`config.mk`:
```
export PLATFORM = sky130hd
export DESIGN_NAME = pll_divider_program_ctrl
export DESIGN_NICKNAME = d
export VERILOG_FILES = /design/src/pll_prog_pkg.sv /design/src/serial_word_shifter.sv /design/src/pll_divider_program_ctrl.sv
export SDC_FILE = /design/constraint.sdc
export NUM_CORES = 1
export LEC_CHECK = 0
export BUFFER_PORTS_ARGS = -buffer_cell sky130_fd_sc_hd__buf_2
export CORE_MARGIN = 3
export CORE_UTILIZATION = 45
export CTS_CLUSTER_SIZE = 24
export DETAILED_ROUTE_END_ITERATION = 8
export HOLD_SLACK_MARGIN = 0.08
export PLACE_DENSITY = 0.64
export SYNTH_ARGS = -nofsm -noshare
export SYNTH_HDL_FRONTEND = slang
export SYNTH_SLANG_ARGS = --single-unit
```
`constraint.sdc`:
```
create_clock -name i_clock -period 10.3 [get_ports i_clock]
set_input_delay 1.545 -clock i_clock [delete_from_list [all_inputs] [get_ports i_clock]]
set_output_delay 1.545 -clock i_clock [all_outputs]
set_load 0.01 [all_outputs]
```
`src/pll_prog_pkg.sv`:
```
// Purpose: shared constants for the synthesizer programming controller
// Assumes: 10 MHz system clock, host-made serial clock
// Notes:   host config words keep device field positions in bits 31:4
package pll_prog_pkg;

   // host register byte offsets on the bus
   localparam logic [7:0] OFS_CTRL = 8'h00;
   localparam logic [7:0] OFS_SETUP = 8'h04;
   localparam logic [7:0] OFS_CAL = 8'h08;
   localparam logic [7:0] OFS_DIV = 8'h0c;
   localparam logic [7:0] OFS_STATUS = 8'h10;

   // device register address codes, low nibble of each word
   localparam logic [3:0] DEV_ADDR_SETUP = 4'h0;
   localparam logic [3:0] DEV_ADDR_CAL = 4'h1;
   localparam logic [3:0] DEV_ADDR_DIV = 4'h2;

   // control register bits
   localparam int CTRL_CHIP_EN = 0;
   localparam int CTRL_POWER_UP = 1;
   localparam int CTRL_FREQ = 2;
   localparam int CTRL_SOFT_RST = 3;

   // status register bits
   localparam int STAT_BUSY = 0;
   localparam int STAT_CAL_RUN = 1;
   localparam int STAT_CAL_DONE = 2;
   localparam int STAT_RANGE_ERR = 3;
   localparam int STAT_REFUSED = 4;
   localparam int STAT_DATA_IN = 5;

   // device word field positions
   localparam int SU_SOFT_RST = 4;
   localparam int CAL_START = 31;
   localparam int DIV_LOCK_LOAD = 29;
   localparam int DIV_MAIN_LSB = 12;
   localparam int DIV_MAIN_W = 13;
   localparam int DIV_SWAL_LSB = 6;
   localparam int DIV_SWAL_W = 6;

   // writable bits and reset values of the config words
   localparam logic [31:0] SETUP_MASK = 32'h1fff_ffe0;
   localparam logic [31:0] CAL_MASK = 32'h7fff_fff0;
   localparam logic [31:0] DIV_MASK = 32'h1fff_fff0;
   localparam logic [31:0] SETUP_RESET = 32'h1000_0000;
   localparam logic [31:0] CAL_RESET = 32'h0000_0000;
   localparam logic [31:0] DIV_RESET = 32'h0000_0000;

   // field codes
   localparam logic [1:0] PRESC_8_9 = 2'h0;
   localparam logic [1:0] PRESC_16_17 = 2'h1;
   localparam logic [1:0] PRESC_32_33 = 2'h2;
   localparam logic [1:0] PRESC_64_65 = 2'h3;
   localparam logic [3:0] TEST_LOCK_DETECT = 4'h1;
   localparam logic [1:0] OUT_DIV4 = 2'h2;
   localparam logic [12:0] MAIN_MIN = 13'h0003;

   // timing
   localparam int CLK_PERIOD_NS = 100;
   localparam int CAL_TIME_NS = 5000000;
   localparam int CAL_CYCLES =
      (CAL_TIME_NS + CLK_PERIOD_NS - 1) / CLK_PERIOD_NS;
   localparam int SER_HALF_CYCLES = 2;
   localparam int WORD_BITS = 32;

   // sequencer states
   typedef enum logic [6:0] {
      ST_IDLE   = 7'b0000001,
      ST_SETUP  = 7'b0000010,
      ST_CAL    = 7'b0000100,
      ST_WAIT   = 7'b0001000,
      ST_DIV    = 7'b0010000,
      ST_RST_HI = 7'b0100000,
      ST_RST_LO = 7'b1000000
   } seq_state_t;

endpackage : pll_prog_pkg

```
`src/serial_word_shifter.sv`:
```
// Purpose: shifts one 32-bit word out on clock/data, then pulses strobe
// Assumes: device samples data on the rising serial clock edge
// Notes:   data changes while the serial clock is low
`timescale 1ns/1ns
module serial_word_shifter
   import pll_prog_pkg::*;
#(
   parameter int HALF_CYCLES = SER_HALF_CYCLES
)
(
   // clock and reset
   input wire logic i_clock,
   input wire logic i_rst,
   // word request
   input wire logic i_start,
   input wire logic [31:0] i_word,
   output logic o_busy,
   output logic o_done,
   // serial pins
   output logic o_sclk,
   output logic o_sdata,
   output logic o_strobe
);

   // phases: 0..63 clock halves, 64 gap, 65 strobe, 66 trailing gap
   localparam logic [6:0] PH_STROBE = 7'h41;
   localparam logic [6:0] PH_LAST = 7'h42;
   localparam logic [6:0] PH_BITS = 7'h40;

   logic busy_q;
   logic done_q;
   logic [7:0] div_q;
   logic [6:0] ph_q;
   logic [31:0] sh_q;
   logic sclk_q;
   logic sdata_q;
   logic strobe_q;
   logic tick;

   assign tick = (div_q == 8'(HALF_CYCLES - 1));

   // phase walk; a start while busy is ignored by design
   always_ff @(posedge i_clock or posedge i_rst)
   begin
      if (i_rst)
      begin
         busy_q <= 1'b0;
         done_q <= 1'b0;
         div_q <= 8'h00;
         ph_q <= 7'h00;
         sh_q <= 32'h0000_0000;
      end
      else
      begin
         done_q <= 1'b0;
         if (!busy_q)
         begin
            if (i_start)
            begin
               busy_q <= 1'b1;
               div_q <= 8'h00;
               ph_q <= 7'h00;
               sh_q <= i_word;
            end
         end
         else if (tick)
         begin
            div_q <= 8'h00;
            ph_q <= ph_q + 7'h01;
            // next bit goes out after the high half, msb first
            if (ph_q[0] && ph_q < PH_BITS - 7'h01)
               sh_q <= {sh_q[30:0], 1'b0};
            if (ph_q == PH_LAST)
            begin
               busy_q <= 1'b0;
               done_q <= 1'b1;
            end
         end
         else
            div_q <= div_q + 8'h01;
      end
   end

   // registered pins avoid decode glitches reaching the device
   always_ff @(posedge i_clock or posedge i_rst)
   begin
      if (i_rst)
      begin
         sclk_q <= 1'b0;
         sdata_q <= 1'b0;
         strobe_q <= 1'b0;
      end
      else
      begin
         sclk_q <= busy_q && ph_q < PH_BITS && ph_q[0];
         sdata_q <= busy_q && sh_q[31];
         strobe_q <= busy_q && ph_q == PH_STROBE;
      end
   end

   assign o_busy = busy_q;
   assign o_done = done_q;
   assign o_sclk = sclk_q;
   assign o_sdata = sdata_q;
   assign o_strobe = strobe_q;

endmodule : serial_word_shifter

```
`src/pll_divider_program_ctrl.sv`:
```
// Purpose: host controller programming an integer-N synthesizer
// Assumes: AHB-Lite slave, zero wait states, single word transfers
// Notes:   commands run power-up, frequency change and soft reset
//
// Overview of operation
// 32-bit words, low nibble selects register
// address 0010 goes to divider counters
// main counter bits 24:12, range 3..8191
// swallow counter bits 11:6, range 0..63
// main value must not be below swallow
// prescaler bits 5:4 select modulus pair
// divider values wait for lock-load bit
// device clears lock-load bit after lock
// test select 0001 shows lock detect
// counters and prescaler form feedback divider
// reference divider ratio 1..16383
// reference ratio in setup bits 25:12
// setup bits 7:5 scale pump current
// setup bits 9:8 pick output division
// setup bits 11:10 default 00, internal buffer
// soft reset: write setup twice, set then clear
// setup defaults: polarity one, rest zero
// reference MHz bits 10:4, hundredths 17:11
// calibration bits 30:18 target MHz
// start bit 31 runs 5 ms calibration
// no calibration/divider writes while calibrating
// later calibration writes keep start bit zero
// power-up: enable, setup, then calibration
// first lock-load zero, later changes one
// word msb first, strobe commits it
`timescale 1ns/1ns
module pll_divider_program_ctrl
   import pll_prog_pkg::*;
#(
   parameter int CAL_WAIT_CYCLES = CAL_CYCLES,
   parameter int HALF_CYCLES = SER_HALF_CYCLES
)
(
   // clock and reset
   input wire logic i_clock,
   input wire logic i_rst,
   // ahb-lite slave
   input wire logic i_hsel,
   input wire logic [31:0] i_haddr,
   input wire logic [1:0] i_htrans,
   input wire logic i_hwrite,
   input wire logic [2:0] i_hsize,
   input wire logic [31:0] i_hwdata,
   input wire logic i_hready,
   output logic o_hreadyout,
   output logic o_hresp,
   output logic [31:0] o_hrdata,
   // synthesizer pins
   output logic o_chip_en,
   output logic o_ser_clk,
   output logic o_ser_strobe,
   output logic o_ser_data,
   output logic o_ser_data_oe,
   input wire logic i_ser_data
);

   // bus state
   logic wr_pend_q;
   logic [7:0] wr_addr_q;
   logic [31:0] rdata_q;
   logic addr_phase;
   logic wr_ctrl;
   logic wr_status;

   // software registers
   logic chip_en_q;
   logic [31:0] setup_q;
   logic [31:0] cal_q;
   logic [31:0] div_q;
   logic range_err_q;
   logic refused_q;

   // sequencer
   seq_state_t state_q;
   logic sent_q;
   logic freq_mode_q;
   logic cal_done_q;
   logic [31:0] wait_q;
   logic cmd_power_up;
   logic cmd_freq;
   logic cmd_soft_rst;
   logic any_cmd;
   logic range_ok;
   logic send_state;
   logic shift_start;
   logic shift_busy;
   logic shift_done;
   logic [31:0] word;
   logic [31:0] status;
   logic [12:0] main_val;
   logic [5:0] swal_val;

   // readback line synchroniser
   logic din_meta_q;
   logic din_sync_q;

   // address phase of a selected, non-idle transfer
   assign addr_phase = i_hsel && i_htrans[1] && i_hready;

   // write data arrives one cycle after its address is taken
   always_ff @(posedge i_clock or posedge i_rst)
   begin
      if (i_rst)
      begin
         wr_pend_q <= 1'b0;
         wr_addr_q <= 8'h00;
      end
      else if (i_hready)
      begin
         wr_pend_q <= addr_phase && i_hwrite;
         wr_addr_q <= i_haddr[7:0];
      end
   end

   // read data latched at the address phase, shown in the data phase
   always_ff @(posedge i_clock or posedge i_rst)
   begin
      if (i_rst)
         rdata_q <= 32'h0000_0000;
      else if (addr_phase && !i_hwrite)
      begin
         case (i_haddr[7:0])
            OFS_CTRL: rdata_q <= {31'h0000_0000, chip_en_q};
            OFS_SETUP: rdata_q <= setup_q;
            OFS_CAL: rdata_q <= cal_q;
            OFS_DIV: rdata_q <= div_q;
            OFS_STATUS: rdata_q <= status;
            default: rdata_q <= 32'h0000_0000;
         endcase
      end
   end

   // never stalls, always okay; unmapped reads return zero
   assign o_hreadyout = 1'b1;
   assign o_hresp = 1'b0;
   assign o_hrdata = rdata_q;

   assign wr_ctrl = wr_pend_q && wr_addr_q == OFS_CTRL;
   assign wr_status = wr_pend_q && wr_addr_q == OFS_STATUS;

   // configuration words keep device bit positions; address and
   // self-clearing bits are owned by the sequencer, not software
   always_ff @(posedge i_clock or posedge i_rst)
   begin
      if (i_rst)
      begin
         chip_en_q <= 1'b0;
         setup_q <= SETUP_RESET;
         cal_q <= CAL_RESET;
         div_q <= DIV_RESET;
      end
      else if (wr_pend_q)
      begin
         case (wr_addr_q)
            OFS_CTRL: chip_en_q <= i_hwdata[CTRL_CHIP_EN];
            OFS_SETUP: setup_q <= i_hwdata & SETUP_MASK;
            OFS_CAL: cal_q <= i_hwdata & CAL_MASK;
            OFS_DIV: div_q <= i_hwdata & DIV_MASK;
            default: ;
         endcase
      end
   end

   assign o_chip_en = chip_en_q;

   // command strobes from control register writes
   assign cmd_power_up = wr_ctrl && i_hwdata[CTRL_POWER_UP];
   assign cmd_freq = wr_ctrl && i_hwdata[CTRL_FREQ];
   assign cmd_soft_rst = wr_ctrl && i_hwdata[CTRL_SOFT_RST];
   assign any_cmd = cmd_power_up || cmd_freq || cmd_soft_rst;

   // divider value checks before anything reaches the device
   assign main_val = div_q[DIV_MAIN_LSB +: DIV_MAIN_W];
   assign swal_val = div_q[DIV_SWAL_LSB +: DIV_SWAL_W];
   assign range_ok = main_val >= MAIN_MIN
      && main_val >= {7'h00, swal_val};

   // sticky error flags, write one to clear, a new event wins
   always_ff @(posedge i_clock or posedge i_rst)
   begin
      if (i_rst)
      begin
         range_err_q <= 1'b0;
         refused_q <= 1'b0;
      end
      else
      begin
         if ((cmd_power_up || cmd_freq) && state_q == ST_IDLE
            && chip_en_q && !range_ok)
            range_err_q <= 1'b1;
         else if (wr_status && i_hwdata[STAT_RANGE_ERR])
            range_err_q <= 1'b0;
         // commands while busy or disabled, and frequency changes before calibration
         if (any_cmd && (state_q != ST_IDLE || !chip_en_q
            || (cmd_freq && !cal_done_q)))
            refused_q <= 1'b1;
         else if (wr_status && i_hwdata[STAT_REFUSED])
            refused_q <= 1'b0;
      end
   end

   // sequencer: one word per sending state, then the next state
   always_ff @(posedge i_clock or posedge i_rst)
   begin
      if (i_rst)
      begin
         state_q <= ST_IDLE;
         sent_q <= 1'b0;
         freq_mode_q <= 1'b0;
         cal_done_q <= 1'b0;
         wait_q <= 32'h0000_0000;
      end
      else
      begin
         if (shift_start)
            sent_q <= 1'b1;
         else if (shift_done)
            sent_q <= 1'b0;
         case (state_q)
            ST_IDLE:
            begin
               if (chip_en_q && cmd_soft_rst)
                  state_q <= ST_RST_HI;
               else if (chip_en_q && cmd_power_up && range_ok)
               begin
                  freq_mode_q <= 1'b0;
                  state_q <= ST_SETUP;
               end
               else if (chip_en_q && cmd_freq && range_ok
                  && cal_done_q)
               begin
                  freq_mode_q <= 1'b1;
                  state_q <= ST_CAL;
               end
            end
            ST_SETUP:
               if (shift_done)
                  state_q <= ST_CAL;
            ST_CAL:
               if (shift_done)
               begin
                  wait_q <= 32'h0000_0000;
                  // a plain retune does not calibrate, so no wait
                  state_q <= freq_mode_q ? ST_DIV : ST_WAIT;
               end
            ST_WAIT:
            begin
               // calibration and divider writes would be ignored now
               wait_q <= wait_q + 32'h0000_0001;
               if (wait_q == 32'(CAL_WAIT_CYCLES - 1))
                  state_q <= ST_DIV;
            end
            ST_DIV:
               if (shift_done)
               begin
                  cal_done_q <= 1'b1;
                  state_q <= ST_IDLE;
               end
            ST_RST_HI:
               if (shift_done)
                  state_q <= ST_RST_LO;
            ST_RST_LO:
               if (shift_done)
               begin
                  // device lost its calibration data
                  cal_done_q <= 1'b0;
                  state_q <= ST_IDLE;
               end
            default: state_q <= ST_IDLE;
         endcase
         // a dropped chip enable abandons the calibration state
         if (!chip_en_q)
            cal_done_q <= 1'b0;
      end
   end

   assign send_state = state_q == ST_SETUP || state_q == ST_CAL
      || state_q == ST_DIV || state_q == ST_RST_HI
      || state_q == ST_RST_LO;
   assign shift_start = send_state && !sent_q && !shift_busy;

   // word assembly; field bits come straight from software words
   always_comb
   begin
      word = 32'h0000_0000;
      case (state_q)
         ST_SETUP:
            word = {setup_q[31:5], 1'b0, DEV_ADDR_SETUP};
         ST_RST_HI:
            word = {setup_q[31:5], 1'b1, DEV_ADDR_SETUP};
         ST_RST_LO:
            word = {setup_q[31:5], 1'b0, DEV_ADDR_SETUP};
         ST_CAL:
         begin
            word = {cal_q[31:4], DEV_ADDR_CAL};
            word[CAL_START] = !freq_mode_q;
         end
         ST_DIV:
         begin
            word = {div_q[31:4], DEV_ADDR_DIV};
            word[DIV_LOCK_LOAD] = freq_mode_q;
         end
         default: word = 32'h0000_0000;
      endcase
   end

   // serial engine for the three-wire link
   serial_word_shifter #(
      .HALF_CYCLES(HALF_CYCLES)
   ) u_shifter (
      .i_clock(i_clock),
      .i_rst(i_rst),
      .i_start(shift_start),
      .i_word(word),
      .o_busy(shift_busy),
      .o_done(shift_done),
      .o_sclk(o_ser_clk),
      .o_sdata(o_ser_data),
      .o_strobe(o_ser_strobe)
   );

   // data pin only driven while a word is on the wire
   assign o_ser_data_oe = shift_busy;

   // two-flop synchroniser for the shared data line
   always_ff @(posedge i_clock or posedge i_rst)
   begin
      if (i_rst)
      begin
         din_meta_q <= 1'b0;
         din_sync_q <= 1'b0;
      end
      else
      begin
         din_meta_q <= i_ser_data;
         din_sync_q <= din_meta_q;
      end
   end

   // status word
   always_comb
   begin
      status = 32'h0000_0000;
      status[STAT_BUSY] = state_q != ST_IDLE;
      status[STAT_CAL_RUN] = state_q == ST_WAIT;
      status[STAT_CAL_DONE] = cal_done_q;
      status[STAT_RANGE_ERR] = range_err_q;
      status[STAT_REFUSED] = refused_q;
      status[STAT_DATA_IN] = din_sync_q;
   end

endmodule : pll_divider_program_ctrl

```
==> flow_summary.yaml <==
placement:
  gp_congestion: 0.828
  dp_slack_ps: 6920
  portBuffers: 81
  placed_cells: 1308
  hpwl_um: 15300
critical_path:
  reg2reg_setup_slack_ps: 7450
  worstPathArrival_ps: 1670
  critical_path_class: "reg2out"
  reg2reg_depth: 9
  reg2reg_from: "u_shifter.div_q[1]"
  worstPathMaxFanout: 71
  start_kind: "register"
  crit-reg2reg-capture: "u_shifter.sh_q[18]"
  worstPathRequired_ps: 8760
  crit_path_end_kind: "output port"
layout:
  final_cell_mix: "dfrtp_1 (212), nand2_1 (111), mux2_2 (107), buf_2 (81), nor2_1 (80)"
  final_common_cell: "dfrtp_1"
  instances_no_fill: 1354
  n_antenna_cell: 0
  final_layout_size_suffix_gt1_share_pct: 23.9
  area_growth_pct: 14.3
  fillers: 1953
  layout.nets: 1142
hold_path:
  min_path_type: "reg2reg"
  whs_path_depth: 0
  whs_endpoint: "din_sync_q"
  min_from: "din_meta_q"
detailed_routing:
  drtAntennaViolNets: 0
  drc_errors: 0
  first_iter_violations: 496
  num_vias: 7750
  wl_um: 24200
  drt-wirelength-per-cell_um: 17.9
  vias_per_cell: 5.72
  firstDrtPassIters: 8
logic_synthesis:
  synth_seq_area_share_pct: 51.8
  yosys-top-cells-area: "dfrtp_1 (51%), mux2_2 (12%), nand2_1 (4.0%)"
  yosysWarnings: 0
  syn_area_per_cell_sq_um: 10.4
  synth_edf_count: 0
  ys_seq_elements: 215
  synth.distinct_cells: 61
  synth_area_sq_um: 10400
  synthFlopType: "dfrtp_1"
  synth_top_area_cell: "dfrtp_1"
  synthArstFlopShare_pct: 100
  synth_top_area_share_pct: 51.3
  synthCells: 995
outcome:
  outcome: "complete, no violations"
clock_tree:
  cts_num_sinks: 215
  cts_resized: 0
  cts_made_buffers: 25
  cts_tree: "done"
  root_buffer: "clkbuf_16"
  cts_hold_buf: 0
  clockBufferDepth: 3
  clk_pin_slew_worst_paths_ps: 60
  clock_latency_ps: 520
  post_cts_buffers: 0
  htreeDepth: 1
grt:
  antenna_found_initial: 0
  grt.overflow.total: 0
  grt_pass1_vias: 7541
  gr-usage-all-layers_pct: 19.6
  grt_max_degree: 149
  grt_pass1_wl_um: 39800
sta:
  slew_violations: 0
  tightest_slew_ps: 1000
  fin_crit_ps: 3220
  grt_setup_unrepaired: "no"
  slew_headroom_pct: 33.1
  fmax_mhz: 311
  fin_crit_sh_pct: 31.2
  finalHoldViolCount: 0
  finalClockSkew_ps: 10.9
  holdWs_ps: 347
  worst_slack_ps: 7080
  setup_viol_count_final: 0
  fin_setup_tns_ps: 0
floorplan:
  coreArea_sq_um: 22200
  num_rows: 54
  dieArea_sq_um: 24900
  io_pins: 114
  die-width_um: 158
  start_util_pct: 46.7
  die_y_um: 158
power_and_ir_drop:
  p_leak_nw: 5.25
  irDropWorstVdd_mv: 0.130
  power_mw: 2.38
  p_per_area_nw_per_um2: 200
flow_run:
  drv_cap: 0
==> synth_stat cells (all sizes together), types with 7 or more instances <==
cell      n
nor4     11
nor2b     9
o31ai    24
clkbuf   53
xnor2    10
nor3     13
buf       8
a22oi    26
nor2     80
nand2   112
mux2    109
nand3    30
and4      7
a222oi   24
ha       12
nand4     8
xor2     26
dfrtp   213
and2      9
and3     16
a21oi    44
inv      17
o21ai    78
==> power breakdown <==
part / switching [mW] / internal (mW) / total (mW)
clock network: 0.348 / 0.554 / 0.902
logic: 0.284 / 0.167 / 0.452
registers: 0.0878 / 0.936 / 1.02
total: 0.720 / 1.66 / 2.38
==> per-layer routing <==
| metal | track usage (%) | share of wire (%) | wire (um) | vias to the layer above |
|---|---|---|---|---|
| met5 | 0 | 0 | 0 | - |
| met2 | 32.2 | 48 | 11600 | 179 |
| met4 | 5.04 | 2.1 | 520 | 0 |
| li1 | - | - | - | 3714 |
| met3 | 3.36 | 4.7 | 1130 | 38 |
| met1 | 27.2 | 45 | 11000 | 3819 |
==> through the flow <==
stage / instance area (sq um) / util (%)
6_report: 11900 / 53.4
4_1_cts: 11900 / 53.4
2_1_floorplan: 10400 / -
5_1_grt: 11900 / 53.4
3_3_place_gp: 11000 / 49.6
3_5_place_dp: 11000 / 49.6
==> how the worst max path moves through the flow <==
stage / startpoint / end / slack [ps] / depth (start not counted)
after floorplan: i_rst / cal_done_q / 2880 / 1
after global placement: i_rst / o_hrdata[23] / 6890 / 3
after detailed placement: i_rst / o_hrdata[23] / 6920 / 3
after CTS: u_shifter.o_busy / o_ser_data_oe / 7040 / 2
after global routing: u_shifter.o_busy / o_ser_data_oe / 6990 / 2
final: u_shifter.o_busy / o_ser_data_oe / 7080 / 2
==> cell families after synthesis <==
| group | count (synthesis) | share of synthesized area, % |
|---|---|---|
| compound gates | 219 | 13.6 |
| xor+xnor | 36 | 3.04 |
| fa+ha+maj | 12 | 1.45 |
| buf+inv | 78 | 2.97 |
| flops | 215 | 51.8 |
| mux | 111 | 12.0 |
| other cells | 2 | 0.0723 |
| simple gates | 322 | 15.0 |
==> area by class of cell <==
class                   count  area [sq um]  area share (%)
flip-flops and latches    215          5380            45.3
multi-input cells         703          4720            39.7
inverters                  17          71.3           0.601
clock buffers              37           751            6.32
clock inverters             9           103           0.864
well taps                 280           350            2.95
repair buffers             93           495            4.17
==> critical path, stage by stage, from the launching register on <==
cell,delay [ps]
dfrtp_2,350
buf_4,550
buf_2,260
==> registers in the layout, indices dropped and copies added, names as in the netlist, 7 cells and up <==
signal and cells:
u_shifter.ph_q 7, u_shifter.sh_q 32, wait_q 32, div_q 25, state_q 7, cal_q 27
wr_addr_q 8, u_shifter.div_q 8, o_hrdata 31, setup_q 24
Power figures use the tool's default switching activity.
